<file path="config.mk">
export PLATFORM = sky130hd
export DESIGN_NAME = wkt_top
export DESIGN_NICKNAME = d
export VERILOG_FILES = /design/src/wkt_pkg.sv /design/src/wkt_prescale.sv /design/src/wkt_pulse.sv /design/src/wkt_top.sv
export SDC_FILE = /design/constraint.sdc
export NUM_CORES = 1
export LEC_CHECK = 0
export BUFFER_PORTS_ARGS = -buffer_cell sky130_fd_sc_hd__buf_2
export CAP_MARGIN = 20
export CORE_MARGIN = 2
export CORE_UTILIZATION = 57
export CTS_CLUSTER_DIAMETER = 30
export CTS_CLUSTER_SIZE = 14
export DETAILED_ROUTE_END_ITERATION = 8
export MAX_ROUTING_LAYER = met4
export PLACE_DENSITY = 0.87
export SLEW_MARGIN = 20
export SYNTH_ARGS = -nofsm -noshare
export SYNTH_HDL_FRONTEND = slang
export SYNTH_SLANG_ARGS = --single-unit
</file>
<file path="constraint.sdc">
create_clock -name i_clk -period 4.35 [get_ports i_clk]
set_clock_uncertainty 0.1 [all_clocks]
set_input_delay 0.2175 -clock i_clk [delete_from_list [all_inputs] [get_ports i_clk]]
set_output_delay 0.2175 -clock i_clk [all_outputs]
set_load 0.05 [all_outputs]
</file>
<file path="src/wkt_pkg.sv">
// Purpose: Shared constants and types of the programmable wake-up timer.
// Assumes: A 250 MHz system clock and a 32.768 kHz crystal level input.
// Notes:   Register offsets are byte addresses on a 32-bit register port.
package wkt_pkg;

  ////////////////////////////////////////////////////////////////////////////
  // Clock and timebase.
  localparam int unsigned CLK_MHZ        = 250;
  localparam int unsigned XTAL_HZ        = 32768;
  localparam logic [9:0]  PRESC_MAX      = 10'h3ff;
  localparam int unsigned TICKS_PER_SEC  = 32;
  localparam logic [15:0] CMP_RESET      = 16'(TICKS_PER_SEC - 1);
  localparam int unsigned WAKE_PULSE_NS  = 1000;
  localparam int unsigned WAKE_PULSE_CYC = (WAKE_PULSE_NS * CLK_MHZ) / 1000;
  localparam logic [15:0] PLEN_RESET     = 16'(WAKE_PULSE_CYC);

  ////////////////////////////////////////////////////////////////////////////
  // Register map.
  localparam logic [7:0]  ADDR_CMP    = 8'h00;
  localparam logic [7:0]  ADDR_REMAIN = 8'h04;
  localparam logic [7:0]  ADDR_STATUS = 8'h08;
  localparam logic [7:0]  ADDR_CLEAR  = 8'h0c;
  localparam logic [7:0]  ADDR_ENABLE = 8'h10;
  localparam logic [7:0]  ADDR_PLEN   = 8'h14;

  // Event bits shared by status, clear and enable, and the remain active bit.
  localparam int unsigned STS_W    = 3;
  localparam int unsigned STS_TICK = 0;
  localparam int unsigned STS_WAKE = 1;
  localparam int unsigned STS_LOAD = 2;
  localparam int unsigned REM_ACT  = 8;
  localparam logic [STS_W-1:0] STS_RESET = 3'h0;
  localparam logic [STS_W-1:0] EN_RESET  = 3'h0;

  ////////////////////////////////////////////////////////////////////////////
  // Types.
  typedef struct packed {
    logic        wr;
    logic        rd;
    logic [7:0]  addr;
    logic [31:0] wdata;
  } wkt_bus_req_t;

  typedef struct packed {
    logic       is_wake;
    logic [7:0] secs;
  } wkt_msg_t;

  typedef enum logic [0:0] {
    WKT_IDLE,
    WKT_COUNT
  } wkt_state_t;

endpackage

</file>
<file path="src/wkt_prescale.sv">
// Purpose: Crystal edge detect, divide by 1024 and one-second tick counter.
// Assumes: The crystal level input is synchronous to the system clock.
// Notes:   A restart clears the divider phase so a reload counts whole seconds.
`timescale 1ns/1ps
module wkt_prescale (
  // Clock and reset
  input  wire logic        i_clk,
  input  wire logic        i_rst,
  // Crystal level and control
  input  wire logic        i_xtal,
  input  wire logic        i_restart,
  input  wire logic [15:0] i_cmp,
  // Tick out
  output logic             o_tick
);

  logic        xtal_r;
  logic [9:0]  presc_r;
  logic [9:0]  presc_nxt;
  logic [15:0] ctr_r;
  logic [15:0] ctr_nxt;
  logic        tick_nxt;
  logic        xedge;

  ////////////////////////////////////////////////////////////////////////////
  always_comb begin
    xedge     = i_xtal & ~xtal_r;
    presc_nxt = presc_r;
    ctr_nxt   = ctr_r;
    tick_nxt  = 1'b0;
    if (i_restart) begin
      presc_nxt = 10'h000;
      ctr_nxt   = 16'h0000;
    end else if (xedge) begin
      presc_nxt = presc_r + 10'h001;
      if (presc_r == wkt_pkg::PRESC_MAX) begin
        if (ctr_r == i_cmp) begin
          tick_nxt = 1'b1;
          ctr_nxt  = 16'h0000;
        end else begin
          ctr_nxt = ctr_r + 16'h0001;
        end
      end
    end
  end

  always_ff @(posedge i_clk or posedge i_rst) begin
    if (i_rst) begin
      xtal_r  <= 1'b0;
      presc_r <= 10'h000;
      ctr_r   <= 16'h0000;
      o_tick  <= 1'b0;
    end else begin
      xtal_r  <= i_xtal;
      presc_r <= presc_nxt;
      ctr_r   <= ctr_nxt;
      o_tick  <= tick_nxt;
    end
  end
endmodule

</file>
<file path="src/wkt_pulse.sv">
// Purpose: Stretches a wake start strobe into a wake pulse of set length.
// Assumes: A length of zero behaves as a length of one cycle.
// Notes:   A new start during a pulse restarts the length count.
`timescale 1ns/1ps
module wkt_pulse (
  // Clock and reset
  input  wire logic        i_clk,
  input  wire logic        i_rst,
  // Control
  input  wire logic        i_start,
  input  wire logic [15:0] i_len,
  // Wake line
  output logic             o_wake
);

  logic [15:0] cnt_r;
  logic [15:0] cnt_nxt;
  logic        wake_nxt;

  ////////////////////////////////////////////////////////////////////////////
  always_comb begin
    cnt_nxt  = cnt_r;
    if (i_start) begin
      cnt_nxt = (i_len == 16'h0000) ? 16'h0001 : i_len;
    end else if (cnt_r != 16'h0000) begin
      cnt_nxt = cnt_r - 16'h0001;
    end
    wake_nxt = (cnt_nxt != 16'h0000);
  end

  always_ff @(posedge i_clk or posedge i_rst) begin
    if (i_rst) begin
      cnt_r  <= 16'h0000;
      o_wake <= 1'b0;
    end else begin
      cnt_r  <= cnt_nxt;
      o_wake <= wake_nxt;
    end
  end
endmodule

</file>
<file path="src/wkt_top.sv">
// Purpose: Programmable wake-up timer with byte link and register port.
// Assumes: Link bytes arrive as one-cycle strobes, already deframed.
// Notes:   Countdown seconds come from the crystal, not the system clock.
//
// Overview of operation
// - Count only from the 32.768 kHz crystal as the timebase.
// - Divide crystal by 1024 ahead of the seconds tick counter.
// - Thirty-two prescaled counts make exactly one second.
// - Tick when counter matches compare value, then restart from zero.
// - Compare value and matched counter are both 16 bits wide.
// - Compare value starts at 31, giving one tick each second.
// - Wake time is an unsigned byte of seconds, 1 to 255.
// - Countdown starts at once when the time byte arrives.
// - At zero, raise wake line and send a wake message.
// - After full time, drive a low-to-high wake pulse.
// - Send remaining seconds over the link while counting.
// - A new byte at any time replaces the old countdown.
//
// The placing of the registers and the strobed register port were decided locally.
`timescale 1ns/1ps
module wkt_top (
  // Clock and reset
  input  wire logic                 i_clk,
  input  wire logic                 i_rst,
  // Crystal level
  input  wire logic                 i_xtal,
  // Register port
  input  wire wkt_pkg::wkt_bus_req_t i_bus,
  output logic [31:0]               o_rdata,
  // Received link bytes
  input  wire logic                 i_rx_valid,
  input  wire logic [7:0]           i_rx_data,
  // Transmitted link messages
  output logic                      o_tx_valid,
  output wkt_pkg::wkt_msg_t         o_tx,
  // Wake line and interrupt
  output logic                      o_wake,
  output logic                      o_irq
);

  ////////////////////////////////////////////////////////////////////////////
  // Helpers.

  function automatic wkt_pkg::wkt_msg_t mk_msg(input logic w,
                                               input logic [7:0] s);
    wkt_pkg::wkt_msg_t m;
    m.is_wake = w;
    m.secs    = s;
    return m;
  endfunction

  function automatic logic hit(input wkt_pkg::wkt_bus_req_t b,
                               input logic [7:0] a);
    return b.wr && (b.addr == a);
  endfunction

  ////////////////////////////////////////////////////////////////////////////
  // Declarations.

  wkt_pkg::wkt_state_t      state_r;
  wkt_pkg::wkt_state_t      state_nxt;
  logic [7:0]               remain_r;
  logic [7:0]               remain_nxt;
  logic                     tx_vld_nxt;
  wkt_pkg::wkt_msg_t        tx_nxt;
  logic                     wake_go;
  logic                     restart;
  logic                     tick;

  logic [15:0]              cmp_r;
  logic [15:0]              cmp_nxt;
  logic [15:0]              plen_r;
  logic [15:0]              plen_nxt;
  logic [wkt_pkg::STS_W-1:0] status_r;
  logic [wkt_pkg::STS_W-1:0] status_nxt;
  logic [wkt_pkg::STS_W-1:0] en_r;
  logic [wkt_pkg::STS_W-1:0] en_nxt;
  logic [wkt_pkg::STS_W-1:0] clr;
  logic [wkt_pkg::STS_W-1:0] evt;
  logic [31:0]              rdata_nxt;
  logic                     irq_nxt;

  ////////////////////////////////////////////////////////////////////////////
  // Timebase and wake pulse.

  wkt_prescale u_presc (
    .i_clk     (i_clk),
    .i_rst     (i_rst),
    .i_xtal    (i_xtal),
    .i_restart (restart),
    .i_cmp     (cmp_r),
    .o_tick    (tick)
  );

  wkt_pulse u_pulse (
    .i_clk   (i_clk),
    .i_rst   (i_rst),
    .i_start (wake_go),
    .i_len   (plen_r),
    .o_wake  (o_wake)
  );

  ////////////////////////////////////////////////////////////////////////////
  // Countdown.
  // A byte and a tick in the same cycle: the byte wins, since it replaces
  // the whole countdown and restarts the second phase anyway.

  always_comb begin
    state_nxt  = state_r;
    remain_nxt = remain_r;
    tx_vld_nxt = 1'b0;
    tx_nxt     = o_tx;
    wake_go    = 1'b0;
    restart    = 1'b0;
    if (i_rx_valid) begin
      restart    = 1'b1;
      remain_nxt = i_rx_data;
      state_nxt  = (i_rx_data != 8'h00) ? wkt_pkg::WKT_COUNT
                                        : wkt_pkg::WKT_IDLE;
    end else begin
      unique case (state_r)
        wkt_pkg::WKT_IDLE: begin
          state_nxt = wkt_pkg::WKT_IDLE;
        end
        wkt_pkg::WKT_COUNT: begin
          if (tick) begin
            remain_nxt = remain_r - 8'h01;
            tx_vld_nxt = 1'b1;
            if (remain_r == 8'h01) begin
              state_nxt = wkt_pkg::WKT_IDLE;
              wake_go   = 1'b1;
              tx_nxt    = mk_msg(1'b1, 8'h00);
            end else begin
              tx_nxt = mk_msg(1'b0, remain_r - 8'h01);
            end
          end
        end
      endcase
    end
  end

  always_ff @(posedge i_clk or posedge i_rst) begin
    if (i_rst) begin
      state_r    <= wkt_pkg::WKT_IDLE;
      remain_r   <= 8'h00;
      o_tx_valid <= 1'b0;
      o_tx       <= '0;
    end else begin
      state_r    <= state_nxt;
      remain_r   <= remain_nxt;
      o_tx_valid <= tx_vld_nxt;
      o_tx       <= tx_nxt;
    end
  end

  ////////////////////////////////////////////////////////////////////////////
  // Registers and interrupt.

  always_comb begin
    cmp_nxt  = cmp_r;
    plen_nxt = plen_r;
    en_nxt   = en_r;
    clr      = '0;
    if (hit(i_bus, wkt_pkg::ADDR_CMP)) begin
      cmp_nxt = i_bus.wdata[15:0];
    end
    if (hit(i_bus, wkt_pkg::ADDR_PLEN)) begin
      plen_nxt = i_bus.wdata[15:0];
    end
    if (hit(i_bus, wkt_pkg::ADDR_ENABLE)) begin
      en_nxt = i_bus.wdata[wkt_pkg::STS_W-1:0];
    end
    if (hit(i_bus, wkt_pkg::ADDR_CLEAR)) begin
      clr = i_bus.wdata[wkt_pkg::STS_W-1:0];
    end
    evt = '0;
    evt[wkt_pkg::STS_TICK] = tick;
    evt[wkt_pkg::STS_WAKE] = wake_go;
    evt[wkt_pkg::STS_LOAD] = i_rx_valid;
    // A new event beats a clear in the same cycle.
    status_nxt = (status_r & ~clr) | evt;
    irq_nxt    = |(status_nxt & en_nxt);
    rdata_nxt  = 32'h0000_0000;
    if (i_bus.rd) begin
      case (i_bus.addr)
        wkt_pkg::ADDR_CMP:    rdata_nxt = {16'h0000, cmp_r};
        wkt_pkg::ADDR_REMAIN: rdata_nxt = {23'h000000,
                                           state_r == wkt_pkg::WKT_COUNT,
                                           remain_r};
        wkt_pkg::ADDR_STATUS: rdata_nxt = {29'h00000000, status_r};
        wkt_pkg::ADDR_ENABLE: rdata_nxt = {29'h00000000, en_r};
        wkt_pkg::ADDR_PLEN:   rdata_nxt = {16'h0000, plen_r};
        default:              rdata_nxt = 32'h0000_0000;
      endcase
    end
  end

  always_ff @(posedge i_clk or posedge i_rst) begin
    if (i_rst) begin
      cmp_r    <= wkt_pkg::CMP_RESET;
      plen_r   <= wkt_pkg::PLEN_RESET;
      en_r     <= wkt_pkg::EN_RESET;
      status_r <= wkt_pkg::STS_RESET;
      o_rdata  <= 32'h0000_0000;
      o_irq    <= 1'b0;
    end else begin
      cmp_r    <= cmp_nxt;
      plen_r   <= plen_nxt;
      en_r     <= en_nxt;
      status_r <= status_nxt;
      o_rdata  <= rdata_nxt;
      o_irq    <= irq_nxt;
    end
  end
endmodule
</file>
Word level (Yosys, flattened, before mapping). Cells that the tools add are included.

Add/subtract/negate cells: 4. Multiplexer cells: 34. Bitwise gates (word level): 8. Reductions and logical operators: 17. Equal/unequal tests: 8.

Operators by type and width (number): $mux 16 (8); $pmux 16 s5 (1); $reduce_bool 16->1 (2); $mux 8 (3); $mux 10 (2); $add 16x1->16 const B (1); $eq 16x16->1 (1); $eq 8x4->1 const B (2); $eq 8x5->1 const B (2); $logic_not 16->1 (1); $mux 1 (16); $sub 16x1->16 const B (1); $add 10x1->10 const B (1); $eq 10x10->1 const B (1); $mux 9 (1); $eq 8x1->1 const B (1); $eq 8x3->1 const B (1); $logic_not 8->1 (1); $reduce_bool 2->1 (4); $reduce_bool 8->1 (1); $sub 8x1->8 const B (1); $and 3x3->3 (2); $mux 3 (2); $logic_and 1x1->1 (4); other kinds (8) (11).

Register bits after elaboration: 135. Input bits: 54.

Longest topological paths before layout.
Word-level depth: 8. Mapped depth: 10.

Modules after synthesis. Synthesis repeated with hierarchy kept, for this count alone.

Cells, all modules: 606. Area total of the unflattened synthesis: 6318.6 µm².

Modules (own cells, without submodules): wkt_top (cells each 300, area an instance 3464.6 µm², seq. area each 1865.5 µm², instances 1); wkt_prescale (cells each 178, area an instance 1712.9 µm², seq. area each 700.7 µm², instances 1); wkt_pulse (cells each 128, area an instance 1141.1 µm², seq. area each 425.4 µm², instances 1).

Least setup slack after synthesis. OpenSTA, ideal clock, no wires.

Path kind: reg-to-reg. From: register u_pulse.cnt_r[0]. To: register u_pulse.o_wake. Cell stages (with the launch flop): 10. Slack: 1.853 ns. Buffers on the path: 1. Library setup time: 0.140 ns. Period minus slack after synthesis: 2.497 ns. Arrival: 2.257 ns. Path through: dfrtp_1 inv_1 ha_1 or4b_1 nor4_2 buf_2 xnor2_1 a21oi_1 nor4_1 nand4_1.

Cells in the longest elaborated chain, start to end: 4.

Ends and longest elaborated chain: start: declaration (line wkt_pulse.sv:16) `logic [15:0] cnt_r;`; start signal: assignment (line wkt_pulse.sv:36) `cnt_r <= cnt_nxt;`; $sub 16x1->16 or $reduce_bool 16->1 (tied branches) (line wkt_pulse.sv:26, wkt_pulse.sv:25); $mux 16 (*) (line wkt_pulse.sv:25) `end else if (cnt_r != 16'h0000) begin`; $mux 16 (*) (line wkt_pulse.sv:23) `if (i_start) begin`; named net u_pulse.cnt_nxt[0] (line wkt_pulse.sv:17) `logic [15:0] cnt_nxt;`; $reduce_bool 16->1 (*) (line wkt_pulse.sv:28) `wake_nxt = (cnt_nxt != 16'h0000);`; named net u_pulse.wake_nxt (line wkt_pulse.sv:18) `logic wake_nxt;`; end signal: assignment (line wkt_pulse.sv:37) `o_wake <= wake_nxt;`; end: declaration (line wkt_pulse.sv:13) `output logic o_wake`.

The timed path passes the listed nets; every way through them passes the cells marked *. A chain may end at the register's enable or synchronous reset.

Final worst setup path.
From: register remain_r[1]. To: register u_pulse.o_wake.

Cells in the longest elaborated chain, start to end: 7.

Ends and longest elaborated chain: start: declaration (line wkt_top.sv:62) `logic [7:0] remain_r;`; start signal: assignment (line wkt_top.sv:150) `remain_r <= remain_nxt;`; $eq 8x1->1 (line wkt_top.sv:129) `if (remain_r == 8'h01) begin`; $mux 1 (line wkt_top.sv:129); $mux 1 (line wkt_top.sv:126) `if (tick) begin`; $mux 1 (line wkt_top.sv:121) `unique case (state_r)`; $mux 1 (line wkt_top.sv:115) `if (i_rx_valid) begin`; $mux 16 (line wkt_pulse.sv:23); named net u_pulse.cnt_nxt[0] (line wkt_pulse.sv:17); $reduce_bool 16->1 (line wkt_pulse.sv:28); named net u_pulse.wake_nxt (line wkt_pulse.sv:18).

The timed path passes the listed nets, and every way through them passes these cells.

==> flow_summary.ini <==
[run_status]
outcome = complete, but fails checks
violations = design-rule violations

[worst_setup_path]
cp_data_arrival_time_ns = 3.62
r2r_cells = 8
end_kind = flip-flop
timing.rr.start = remain_r[1]$_DFFE_PP0P_
path_class = flip-flop to flip-flop
crit_slowest_cell = or3_1
crit_fanout = 27
required_ns = 4.62
crit_end = u_pulse.o_wake$_DFF_PP0_
rrSetupSlack_ns = 1.01
critPathLaunchType = flip-flop
crit_start = remain_r[1]$_DFFE_PP0P_
cp_cell_sequence = inv_1 > ha_1 > or3b_2 > or3_1 > a311oi_1 > a21oi_1 > nor4_1 > nand4_1
reg2reg_to = u_pulse.o_wake$_DFF_PP0_
cp_slowest_stage_delay_ns = 0.76

[logic_synthesis]
ys_seq_elements = 119
synth_edf_count = 0
ys_types = 56
synthArstFlopShare_pct = 100
ys_seq_area_share_pct = 49.9
synth_flop_cell = dfrtp_1
synth_area_sq_um = 5990
syn_avg_cell_area_sq_um = 10.3
yosysWarnings = 0
synthCells = 580

[place]
place_hpwl_um = 10100
dp_cells = 764
numPortBuffers = 65
place.gp.congestion = 0.963
pre_cts_ws_ns = 1.11
dpl_cell_area_sq_um = 6370

[floorplan]
fp-row-count = 37
fp.dieH_um = 107
fp.dieArea_sq_um = 11300
io_pins = 98
core-area_sq_um = 10300
die_x_um = 107
start_util_pct = 58.3

[grt]
grt_pass1_wl_um = 26600
grt_max_degree = 93
gr-usage-all-layers_pct = 31.3
grt_pass1_vias = 5297
grt_overflow_total = 0
antenna_found_initial = 0

[drt]
ant_nets = 0
vias = 5157
drtIter0Drc = 448
vias_per_cell = 6.27
wl_um = 16200
route.detailed.drc = 5
drtPass1Iterations = 9
wire_per_inst_um = 19.8

[power_and_ir_drop]
power.share.clock_pct = 52.2
switching_share_pct = 23.3
comb_power_share_pct = 7.2
cellLeakagePower_uw = 0.00320
powerDensity_nw_per_um2 = 397
p_int_uw = 2220
power_frac_seq_pct = 40.6
p_sw_uw = 673
vdd_ir_drop_max_mv = 0.375

[finish]
num-nets-final = 733
syn_to_final_growth_pct = 21.5
final_cell_area_sq_um = 7280
n_antenna_cell = 0
drive_gt1_share_pct = 23.9
fillCellCount = 685
finalNonFillerCells = 822

[sta]
tns_ns = 0
worst_pin_slew_ns = 1.05
hold_viol = 0
setup_viol = 0
maxSlewHeadroom_pct = 30.1
whs_ns = 0.0882
fin_ws_ns = 1.01
drv_slew = 0
finalCriticalPeriod_ns = 3.34
rsz0062_at_grt = false
period_share_pct = 76.9
max_freq_mhz = 299

[clock_network]
clock_latency_ns = 0.52
clkSinkCount = 119
root_buffer = clkbuf_8
cts_tree = yes
cts.htree.levels = 4
cts-buffers-inserted = 17
cts.path.max_buffers = 2
ctsResizeCount = 0
clk_pin_slew_worst_paths_ns = 0.06

[flow_run]
max-cap-violations = 0

[min_path]
hold_path_class = primary input to flip-flop
holdPathStages = 4
## worst min-delay path by stage
| stage | to | slack (ns) | startpoint |
|---|---|---|---|
| after detailed placement | u_presc.xtal_r$_DFF_PP0_ | 0.25 | i_xtal |
| after floorplan | u_presc.xtal_r$_DFF_PP0_ | 0.15 | i_xtal |
| after global placement | u_presc.xtal_r$_DFF_PP0_ | 0.26 | i_xtal |
| final | o_rdata[1]$_DFF_PP0_ | 0.09 | i_bus[40] |
| after CTS | o_rdata[1]$_DFF_PP0_ | 0.07 | i_bus[40] |
| after global routing | o_rdata[1]$_DFF_PP0_ | 0.10 | i_bus[40] |
## critical path: cells and delay by family (launching register included)
family          cells  cell delay [ns]
flops               1             0.43
fa+ha+maj           1             0.16
simple gates        4             1.72
compound gates      2             0.66
buf+inv             1             0.12
## power groups by stage
| stage | clock [uW] | combinational, uW | sequential (uW) |
|---|---|---|---|
| floorplan | 0 | 144 | 1180 |
| global placement | 0 | 177 | 1190 |
| detailed placement | 0 | 185 | 1190 |
| CTS | 1510 | 205 | 1170 |
| global route | 1570 | 227 | 1180 |
| finish | 1510 | 208 | 1170 |
## cells in the final DEF, fill, tap and decap left out, types with 4 or more instances in the layout
master,instances
xor2_1,14
buf_2,65
nor2b_1,5
nand2_1,52
o31ai_1,5
a22oi_1,14
a21oi_1,17
buf_4,6
nand3_1,13
clkinv_2,4
nand2b_1,6
or4_1,11
bufinv_16,5
dlygate4sd3_1,26
or3_1,9
ha_1,6
dfrtp_1,108
xnor2_1,32
a222oi_1,6
a31oi_1,8
dfstp_2,11
o21ai_0,27
nor2_1,61
inv_1,10
nand3b_1,4
o211ai_1,5
and3_1,7
mux2_2,38
conb_1,16
nor3_1,10
nand4_1,13
nor4_1,14
clkbuf_16,16
## Yosys cell counts (3+ instances only)
library cell	instances	area (sq um)
a21oi_1	17	85.1
a222oi_1	6	60.1
a22oi_1	14	105
a31oi_1	8	50.1
and3_1	7	43.8
buf_2	5	25.0
buf_4	16	120
clkbuf_1	15	56.3
dfrtp_1	108	2700
dfstp_2	11	289
ha_1	6	75.1
inv_1	11	41.3
mux2_2	38	428
mux2i_1	3	30.0
nand2_1	52	195
nand2b_1	6	37.5
nand3_1	13	65.1
nand3b_1	4	30.0
nand4_1	13	81.3
nor2_1	61	229
nor2b_1	5	31.3
nor3_1	10	50.1
nor4_1	14	87.6
o211ai_1	5	37.5
o21ai_0	27	135
o31ai_1	5	37.5
or3_1	9	56.3
or4_1	11	82.6
or4_4	3	33.8
xnor2_1	32	280
xor2_1	14	123
## through the flow
stage,power [uW],utilization [%]
after floorplan,1320,-
after global placement,1360,62.0
after detailed placement,1370,62.0
after CTS,2890,70.7
after global routing,2970,70.8
final,2890,70.8
## cell families after synthesis
family                   Yosys count  share of synthesized area [%]
adder cells (fa/ha/maj)            6                           1.25
buffers and inverters             49                           4.43
XOR/XNOR                          46                           6.72
AND/OR/NAND/NOR                  223                           19.4
AO/OA/AOI/OAI                     95                           10.6
other                              1                         0.0626
flip-flops                       119                           49.9
multiplexers                      41                           7.64
## final cells by class
cell class	count	area, sq um	share of cell area (%)
Timing Repair Buffer	97	631	8.66
Clock inverter	13	201	2.77
Tap cell	136	170	2.34
Multi-Input combinational cell	427	2810	38.6
Clock buffer	19	432	5.93
Sequential cell	119	2990	41.1
Inverter	11	46.3	0.636
## registers in the layout (all words and copies together), names as in the netlist
register         flops
cmp_r               16
o_rdata             16
plen_r              16
u_presc.ctr_r       16
u_pulse.cnt_r       16
u_presc.presc_r     10
o_tx                 9
remain_r             8
en_r                 3
status_r             3
o_irq                1
o_tx_valid           1
state_r              1
u_presc.o_tick       1
u_presc.xtal_r       1
u_pulse.o_wake       1
## routing by layer
layer	global-route usage (%)	routed length (um)
met1	37.4	6110
met2	52.5	8370
met3	5.52	1250
met4	13.5	511
met5	-	0
## timing repair
item | CTS | global route
setup buffers | 0 | 0
hold buffers | 26 | 0
hold endpoints to repair | 131 | 0
Power figures use the tool's default switching activity.
